## src/pwm_edge_pkg.sv

```systemverilog
// shared constants and mode encodings for the pulse modulator edge generator
package pwm_edge_pkg;

  // default width of the period counter and of every time word
  localparam int CNT_W_DEF = 14;

  // period counter restarts from this value
  localparam int CNT_START = 0;

  // reset value of every one-bit output and edge flop
  localparam logic OUT_RST = 1'b0;

  // edge equation selection
  typedef enum logic [2:0] {
    MODE_NORMAL     = 3'h0,
    MODE_MULTI      = 3'h1,
    MODE_RESONANT   = 3'h2,
    MODE_TRIANGULAR = 3'h3,
    MODE_LEADING    = 3'h4
  } mode_t;

  // adaptive sample trigger form
  typedef enum logic {
    ADAPT_END    = 1'b0,
    ADAPT_CENTER = 1'b1
  } adapt_sel_t;

  // phase trigger source
  typedef enum logic {
    PHASE_FROM_REG  = 1'b0,
    PHASE_FROM_DUTY = 1'b1
  } phase_src_t;

endpackage

```

## src/pwm_mode_edge_generator.sv

```systemverilog
// edge generator for one pulse_modulator with outputs output_a and output_b
// What this block does
// period counter counts from zero up to period_limit, then restarts
// every output or trigger changes when the counter equals its target
// normal: output_a rises at event1, falls at event1 + duty + adjust a
// normal: output_b rises at a fall + (event3 - event2), falls event4
// normal/multi: adaptive trigger at event1 + duty (or duty/2) + offset
// normal: cycle adjust b affects no edge
// sample triggers and blanking windows come straight from their settings
// phase trigger time is the phase setting or the loop duty
// multi: a as normal, b rises event3, falls event3 + duty + adjust b
// multi: event2 and event4 are ignored
// multi: b keeps its width across the period end; a never wraps
// resonant: average dead time subtracted from duty for both outputs
// resonant: b rise and fall built from duty, dead times, loop period
// filter supplies a loop period equal to twice its duty
// resonant: only output_a rising edge is fixed, at event1
// triangular: output_a and adaptive trigger stay quiet
// triangular: b centred on half period, adjusts a and b on its edges
// leading: a falls at event1, rises at event1 - duty + adjust a
// leading: b rises event4, falls at a rise - (event2 - event3)
// leading: adaptive trigger at event1 - duty (or duty/2) + offset
// mode setting picks one edge equation set plus adaptive form
`timescale 1ns/1ps
`default_nettype none

module pwm_mode_edge_generator #(
  parameter int W = pwm_edge_pkg::CNT_W_DEF
) (
  // clock and reset
  input  wire logic                      clk,
  input  wire logic                      sys_rst,
  // mode configuration
  input  wire pwm_edge_pkg::mode_t       mode_sel,
  input  wire pwm_edge_pkg::adapt_sel_t  adapt_sel,
  input  wire pwm_edge_pkg::phase_src_t  phase_src,
  // period and event settings
  input  wire logic [W-1:0]              period_limit,
  input  wire logic [W-1:0]              event1,
  input  wire logic [W-1:0]              event2,
  input  wire logic [W-1:0]              event3,
  input  wire logic [W-1:0]              event4,
  // signed adjusts
  input  wire logic signed [W-1:0]       cycle_adj_a,
  input  wire logic signed [W-1:0]       cycle_adj_b,
  input  wire logic signed [W-1:0]       sample_offset,
  // fixed-time settings
  input  wire logic [W-1:0]              phase_value,
  input  wire logic [W-1:0]              sample1_time,
  input  wire logic [W-1:0]              sample2_time,
  input  wire logic [W-1:0]              blank_a_begin,
  input  wire logic [W-1:0]              blank_a_end,
  input  wire logic [W-1:0]              blank_b_begin,
  input  wire logic [W-1:0]              blank_b_end,
  // loop compensation filter
  input  wire logic [W-1:0]              loop_duty,
  input  wire logic [W-1:0]              loop_period,
  // outputs
  output var  logic                      output_a,
  output var  logic                      output_b,
  output var  logic                      adapt_trig,
  output var  logic                      sample_trig1,
  output var  logic                      sample_trig2,
  output var  logic                      blank_a,
  output var  logic                      blank_b,
  output var  logic                      phase_trig,
  output var  logic                      period_start,
  output var  logic [W-1:0]              count
);
  import pwm_edge_pkg::*;

  // two guard bits hold sums and negative differences
  localparam int XW = W + 2;
  typedef logic signed [XW-1:0] ext_t;
  localparam ext_t ONE = ext_t'(1);

  // zero-extended copy of an unsigned time word
  function automatic ext_t u(input logic [W-1:0] v);
    return $signed({2'b00, v});
  endfunction

  // sign-extended copy of an adjust word
  function automatic ext_t s(input logic signed [W-1:0] v);
    return ext_t'(v);
  endfunction

  // out-of-range targets pinned to the period ends
  function automatic logic [W-1:0] clamp(input ext_t v, input ext_t lim);
    logic [W-1:0] r;
    if (v < 0) begin
      r = '0;
    end else if (v > lim) begin
      r = lim[W-1:0];
    end else begin
      r = v[W-1:0];
    end
    return r;
  endfunction

  // folds a target back into the period, used where a pulse may cross the end
  // one fold only: a target beyond two periods is not brought back in range
  function automatic logic [W-1:0] wrap(input ext_t v, input ext_t lim);
    ext_t span;
    ext_t r;
    span = lim + ONE;
    r    = v;
    if (v > lim) begin
      r = v - span;
    end else if (v < 0) begin
      r = v + span;
    end
    return r[W-1:0];
  endfunction

  logic [W-1:0] cnt_q;
  logic [W-1:0] cnt_d;
  logic         wrap_now;

  // edge targets
  logic [W-1:0] a_rise;
  logic [W-1:0] a_fall;
  logic [W-1:0] b_rise;
  logic [W-1:0] b_fall;
  logic [W-1:0] adapt_t;
  logic [W-1:0] phase_t;
  // only output_a and the adaptive trigger can be switched off
  logic         a_en;
  logic         adapt_en;
  logic         b_full;

  // shared terms
  ext_t lim;
  ext_t duty;
  ext_t half_duty;
  ext_t e1;
  ext_t dt1;
  ext_t dt2;
  ext_t avg_dead;
  ext_t a_fall_x;
  ext_t a_rise_x;
  ext_t adapt_base;
  ext_t width_b;

  assign lim       = u(period_limit);
  assign duty      = u(loop_duty);
  assign half_duty = u(loop_duty >> 1);
  assign e1        = u(event1);
  // dead time after a falls, and the one from b falling round to a rising
  assign dt1       = u(event3) - u(event2);
  assign dt2       = lim - u(event4) + e1;
  assign avg_dead  = (dt1 + dt2) >>> 1;
  assign width_b   = duty + s(cycle_adj_b);

  // period counter
  // >= so that lowering period_limit below the count wraps at the next edge
  assign wrap_now = (cnt_q >= period_limit);
  assign cnt_d    = wrap_now ? W'(CNT_START) : cnt_q + 1'b1;

  always_ff @(posedge clk) begin
    if (sys_rst) begin
      cnt_q <= W'(CNT_START);
    end else begin
      cnt_q <= cnt_d;
    end
  end

  always_ff @(posedge clk) begin
    if (sys_rst) begin
      period_start <= OUT_RST;
    end else begin
      period_start <= wrap_now;
    end
  end

  assign count = cnt_q;

  // edge equations per mode
  // every target is worked out in XW bits so that differences of event
  // times and signed adjusts can go negative before they are pinned;
  // a target pinned to zero or period_limit still gives an edge there,
  // so a very short or very long pulse sits at the period end rather
  // than vanishing
  always_comb begin
    a_fall_x   = '0;
    a_rise_x   = '0;
    adapt_base = '0;
    a_rise     = '0;
    a_fall     = '0;
    b_rise     = '0;
    b_fall     = '0;
    a_en       = 1'b1;
    adapt_en   = 1'b1;
    b_full     = 1'b0;
    case (mode_sel)
      MODE_MULTI: begin
        // event2 and event4 play no part in this mode
        a_fall_x   = e1 + duty + s(cycle_adj_a);
        a_rise     = event1;
        a_fall     = clamp(a_fall_x, lim);
        b_rise     = event3;
        b_fall     = wrap(u(event3) + width_b, lim);
        b_full     = (width_b > lim);
        adapt_base = e1;
      end
      MODE_RESONANT: begin
        // average dead time is floored when the two dead times differ by an odd count
        a_fall_x   = e1 + duty - avg_dead + s(cycle_adj_a);
        a_rise     = event1;
        a_fall     = clamp(a_fall_x, lim);
        b_rise     = clamp(e1 + duty - avg_dead + dt1, lim);
        b_fall     = clamp(u(loop_period) - (lim - u(event4)), lim);
        adapt_base = e1;
      end
      MODE_TRIANGULAR: begin
        // half period is floored, so an odd period_limit puts the centre half a count early
        a_en       = 1'b0;
        adapt_en   = 1'b0;
        b_rise     = clamp((lim >>> 1) - half_duty + s(cycle_adj_a), lim);
        b_fall     = clamp((lim >>> 1) + half_duty + s(cycle_adj_b), lim);
      end
      MODE_LEADING: begin
        // normal mode mirrored: fixed falling edge at event1, moving rising edge
        a_rise_x   = e1 - duty + s(cycle_adj_a);
        a_fall     = event1;
        a_rise     = clamp(a_rise_x, lim);
        b_rise     = event4;
        b_fall     = clamp(a_rise_x - (u(event2) - u(event3)), lim);
        adapt_base = e1;
      end
      default: begin
        // normal mode; cycle_adj_b deliberately left out
        a_fall_x   = e1 + duty + s(cycle_adj_a);
        a_rise     = event1;
        a_fall     = clamp(a_fall_x, lim);
        b_rise     = clamp(a_fall_x + dt1, lim);
        b_fall     = event4;
        adapt_base = e1;
      end
    endcase
  end

  // adaptive sample trigger; leading mode counts backwards from event1
  // a target pinned to a period end still fires once per period
  always_comb begin
    adapt_t = '0;
    if (mode_sel == MODE_LEADING) begin
      if (adapt_sel == ADAPT_CENTER) begin
        adapt_t = clamp(adapt_base - half_duty + s(sample_offset), lim);
      end else begin
        adapt_t = clamp(adapt_base - duty + s(sample_offset), lim);
      end
    end else begin
      if (adapt_sel == ADAPT_CENTER) begin
        adapt_t = clamp(adapt_base + half_duty + s(sample_offset), lim);
      end else begin
        adapt_t = clamp(adapt_base + duty + s(sample_offset), lim);
      end
    end
  end

  // taking the phase from loop_duty lets the filter steer the offset between modulators
  assign phase_t = (phase_src == PHASE_FROM_DUTY) ? loop_duty : phase_value;

  // output_a: equal rise and fall gives no pulse rather than a glitch
  always_ff @(posedge clk) begin
    if (sys_rst) begin
      output_a <= OUT_RST;
    end else if (!a_en) begin
      output_a <= 1'b0;
    end else if (cnt_q == a_fall) begin
      output_a <= 1'b0;
    end else if (cnt_q == a_rise) begin
      output_a <= 1'b1;
    end
  end

  // output_b: set and clear by compare, held high while b_full, so a wrapped pulse stays intact
  always_ff @(posedge clk) begin
    if (sys_rst) begin
      output_b <= OUT_RST;
    end else if (b_full) begin
      output_b <= 1'b1;
    end else if (cnt_q == b_fall) begin
      output_b <= 1'b0;
    end else if (cnt_q == b_rise) begin
      output_b <= 1'b1;
    end
  end

  always_ff @(posedge clk) begin
    if (sys_rst) begin
      adapt_trig <= OUT_RST;
    end else begin
      adapt_trig <= adapt_en && (cnt_q == adapt_t);
    end
  end

  always_ff @(posedge clk) begin
    if (sys_rst) begin
      phase_trig <= OUT_RST;
    end else begin
      phase_trig <= (cnt_q == phase_t);
    end
  end

  // fixed-time triggers, identical in every mode
  // they keep running while output_a is held off in triangular mode
  always_ff @(posedge clk) begin
    if (sys_rst) begin
      sample_trig1 <= OUT_RST;
      sample_trig2 <= OUT_RST;
    end else begin
      sample_trig1 <= (cnt_q == sample1_time);
      sample_trig2 <= (cnt_q == sample2_time);
    end
  end

  // blanking windows; end wins when begin and end coincide
  // a window whose end precedes its begin spans the period end
  always_ff @(posedge clk) begin
    if (sys_rst) begin
      blank_a <= OUT_RST;
    end else if (cnt_q == blank_a_end) begin
      blank_a <= 1'b0;
    end else if (cnt_q == blank_a_begin) begin
      blank_a <= 1'b1;
    end
  end

  always_ff @(posedge clk) begin
    if (sys_rst) begin
      blank_b <= OUT_RST;
    end else if (cnt_q == blank_b_end) begin
      blank_b <= 1'b0;
    end else if (cnt_q == blank_b_begin) begin
      blank_b <= 1'b1;
    end
  end

  // the resonant equations assume loop_period = 2 * loop_duty upstream;
  // nothing here checks it, a wrong filter setup just skews output_b

endmodule

`default_nettype wire

```

## config.mk

```make
export PLATFORM = sky130hd
export DESIGN_NAME = pwm_mode_edge_generator
export DESIGN_NICKNAME = d
export VERILOG_FILES = /design/src/pwm_edge_pkg.sv /design/src/pwm_mode_edge_generator.sv
export SDC_FILE = /design/constraint.sdc
export NUM_CORES = 2
export LEC_CHECK = 0
export ABC_AREA = 1
export BUFFER_PORTS_ARGS = -buffer_cell sky130_fd_sc_hd__buf_2
export CAP_MARGIN = 20
export CORE_MARGIN = 2
export CORE_UTILIZATION = 58
export CTS_CLUSTER_SIZE = 25
export DETAILED_ROUTE_END_ITERATION = 12
export PLACE_DENSITY_LB_ADDON = 0.05
export SYNTH_ARGS = -nofsm -noshare
export SYNTH_HDL_FRONTEND = slang
export SYNTH_SLANG_ARGS = --single-unit
```

## constraint.sdc

```tcl
create_clock -name clk -period 9.2 [get_ports clk]
set_clock_uncertainty 0.1 [all_clocks]
set_input_delay 1.84 -clock clk [delete_from_list [all_inputs] [get_ports clk]]
set_output_delay 1.84 -clock clk [all_outputs]
set_load 0.1 [all_outputs]
```

==> summary.md <==
| Metric | Value |
|---|---|
| Status | `complete, but fails checks` |
| Failing checks | `setup timing` |
| Post-Syn Nets | `roughly 6300` |
| Die height | `~240 um` |
| GRT overflow | `0` |
| Worst skew pair latency | `0.30 ns` |
| Synth cell types | `67` |
| Die area | `57600 um^2` |
| Global-route wire length before repair | `216000 um` |
| Final design utilization | `69.4%` |
| TritonCTS clock tree | `yes` |
| Clock tree buffer depth | `2` |
| Vias in the first global route | `~36000` |
| DR vias | `slightly above 40000` |
| # clock sinks | `23` |
| Max Slew Vio Count | `0` |
| Synth top area cells | `ha_1 23%, nand2_1 15%, inv_1 10%, xor2_1 7.4%, nand3_1 6.3%` |
| Wire per inst | `23.3 um` |
| CP max stage cell | `fa_1` |
| Slew HR | `17.9%` |
| Post-CTS Hold Buffers | `0` |
| Num CTS Buffers | `3` |
| Setup violators final | `2` |
| Residual DRC | `0` |
| Worst r2r src | `count[3]` |
| Critical path endpoint category | `flop` |
| I/O pin cnt | `268` |
| DP Cell Count | `about 6500` |
| Seq/Total Area, Yosys | `under 10%` |
| Initial Util | `58.6%` |
| Gr usage total | `50.5%` |
| H-tree level count | `1` |
| Synth Register Bits | `23` |
| EDFF count, synth | `0` |
| Startpoint types | `input port` |
| Cells after synthesis | `5320` |
| Unrepaired setup endpoints after global routing | `yes` |
| Area growth syn-to-layout | `18.5%` |
| F_max | `around 110 MHz` |
| Hold Fails Final Rpt | `0` |
| Hold Path Class | `flop to flop` |
| # nets final | `a little under 7000` |
| CP max stage delay | `0.44 ns` |
| Syn Area/Cell | `6.07 um^2` |
| Number of DRC markers in iteration 0 | `between 5000 and 6000` |
| Min-delay src | `blank_b` |
| Vias per cell | `6.14` |
| Initial antenna violation count | `14` |
| WHS | `0.469 ns` |
| Worst slew pin tran | `1.23 ns` |
| Chip width | `between 200 and 250 um` |
| Final Cycle Share | `101%` |
| Dpl cell area | `36300 um^2` |
| Port buffer count | `267` |
| Max-cap violations | `0` |
| Core area | `55100 um^2` |
| Num rows | `between 80 and 90` |
| PnR worst setup slack | `-0.0596 ns` |
| Crit path launch | `event4[2]` |
| Worst EP required | `approximately 9.3 ns` |
| Bufs and invs on worst path | `11` |
| Root buffer cell | `clkbuf_16` |
| Top delay family on crit path | `simple AND/OR/NAND/NOR gates` |
| Area leader, netlist | `ha_1` |
| Yosys warning count | `0` |
| Share of cells above drive strength 1 | `around 16%` |
| Post-route cell area | `roughly 38000 um^2` |
| Asr flop ratio synth | `0%` |
| CP dominant cell by count | `nand2_1` |
| Post-Syn Area | `32300 um^2` |
| Period minus WS final | `9.26 ns` |
| Crit Path Category | `input port to flop` |
| DRT antenna net count | `0` |
| Crit-path max FO | `6` |
| Synth top area share | `23.4%` |
| Critical path arrival | `9.38 ns` |
| Largest net degree at the start of global routing | `42` |
| Ys flop type | `dfxtp_1` |
| Fin cells | `6577` |
| Final wirelength | `153000 um` |
| Clock slew at reported path FFs | `0.11 ns` |
| Placer congestion estimate | `1.10` |
| DR pass1 iterations | `10` |
| Hpwl dp | `120000 um` |
## worst paths after layout
path | to | slack (ns) | depth (start not counted)
max | output_a | -0.06 | 53
max reg2reg | count[13] | 5.48 | 11
min | blank_b | 0.47 | 2
min reg2reg | blank_b | 0.47 | 2
## flip-flops by register name, indices dropped and copies added (netlist names)
register,cells
adapt_trig,1
blank_a,1
blank_b,1
count,14
output_a,1
output_b,1
period_start,1
phase_trig,1
sample_trig1,1
sample_trig2,1
## repair_timing
| action | CTS | global route |
|---|---|---|
| buffers inserted | 5 | 35 |
| pin swaps | 7 | 174 |
| resized for setup | 8 | 292 |
| setup endpoints to repair | 2 | 2 |
| gates cloned | 0 | 2 |
## kinds of logic (layout without fill, tap and decap cells)
kind of cell             Yosys count  after routing  share of synthesized area [%]
multiplexers                       1              1                         0.0310
XOR/XNOR                         363            363                           9.98
flip-flops                        23             23                           1.43
other                              0             10                              0
adder cells (fa/ha/maj)          696            696                           29.1
AND/OR/NAND/NOR                 2285           2286                           30.2
buffers and inverters           1008           1506                           12.1
AO/OA/AOI/OAI                    944            944                           17.1
## synth_stat cells, types with 7 or more instances
cell type  instances
xor2_1           274
o2111ai_1         12
nor2_1           343
o221ai_1           7
clkinv_1          11
o211ai_1          49
nand3_2           10
nor4_1            17
a31oi_1           26
clkbuf_1          68
xnor2_1           85
o22ai_1           14
or2_2             21
a221oi_1          27
nand2_2           18
a211oi_1          24
o21ai_0          215
o21ai_1           29
fa_1              92
inv_1            859
a21oi_1          402
nand2_1         1272
nor3b_1            7
nand3b_1           8
nand3_1          405
nor3_1            72
inv_2             13
a21o_1            30
buf_4              9
nand4_1           92
ha_1             604
o21a_1            13
dfxtp_1           23
buf_2             35
o21bai_1          61
## worst min-delay path, delay by kind of cell, from the launching register on
kind	cells	cell delay, ns
DFF	1	0.32
AOI/OAI and AO/OA	2	0.21
## layout make-up
type	count	area, um^2
multi-input combinational	4290	29400
fill	5026	16800
timing repair buffer	619	4030
inverter	883	3330
tap	748	936
sequential	23	460
clock buffer	3	75.1
antenna	10	25.0
clock inverter	1	7.51
## metal layers
metal  wire (um)  GRT usage (%)
met5         146              0
met4       14700           36.7
met3       22500           16.1
met2       59900           71.8
met1       56100           63.8
## through the flow
stage | setup TNS [ns] | worst slack [ns]
floorplan | 0 | 0.372
global placement | -0.350 | -0.230
detailed placement | -0.784 | -0.426
CTS | 0 | 0.00365
global route | -0.709 | -0.382
finish | -0.0897 | -0.0596
## cell usage in the layout (no fill, tap or decap), types with 67 or more instances in the layout
cell type,instances
buf_4,342
ha_1,568
buf_2,265
nor2_1,332
nor3_1,67
nand4_1,92
fa_1,88
o21ai_0,201
inv_1,833
nand2_1,1241
xnor2_1,77
nand3_1,392
xor2_1,244
a21oi_1,369
Power is not shown: default switching activity piles up to over one toggle a cycle in this logic, so the estimate is an artifact.
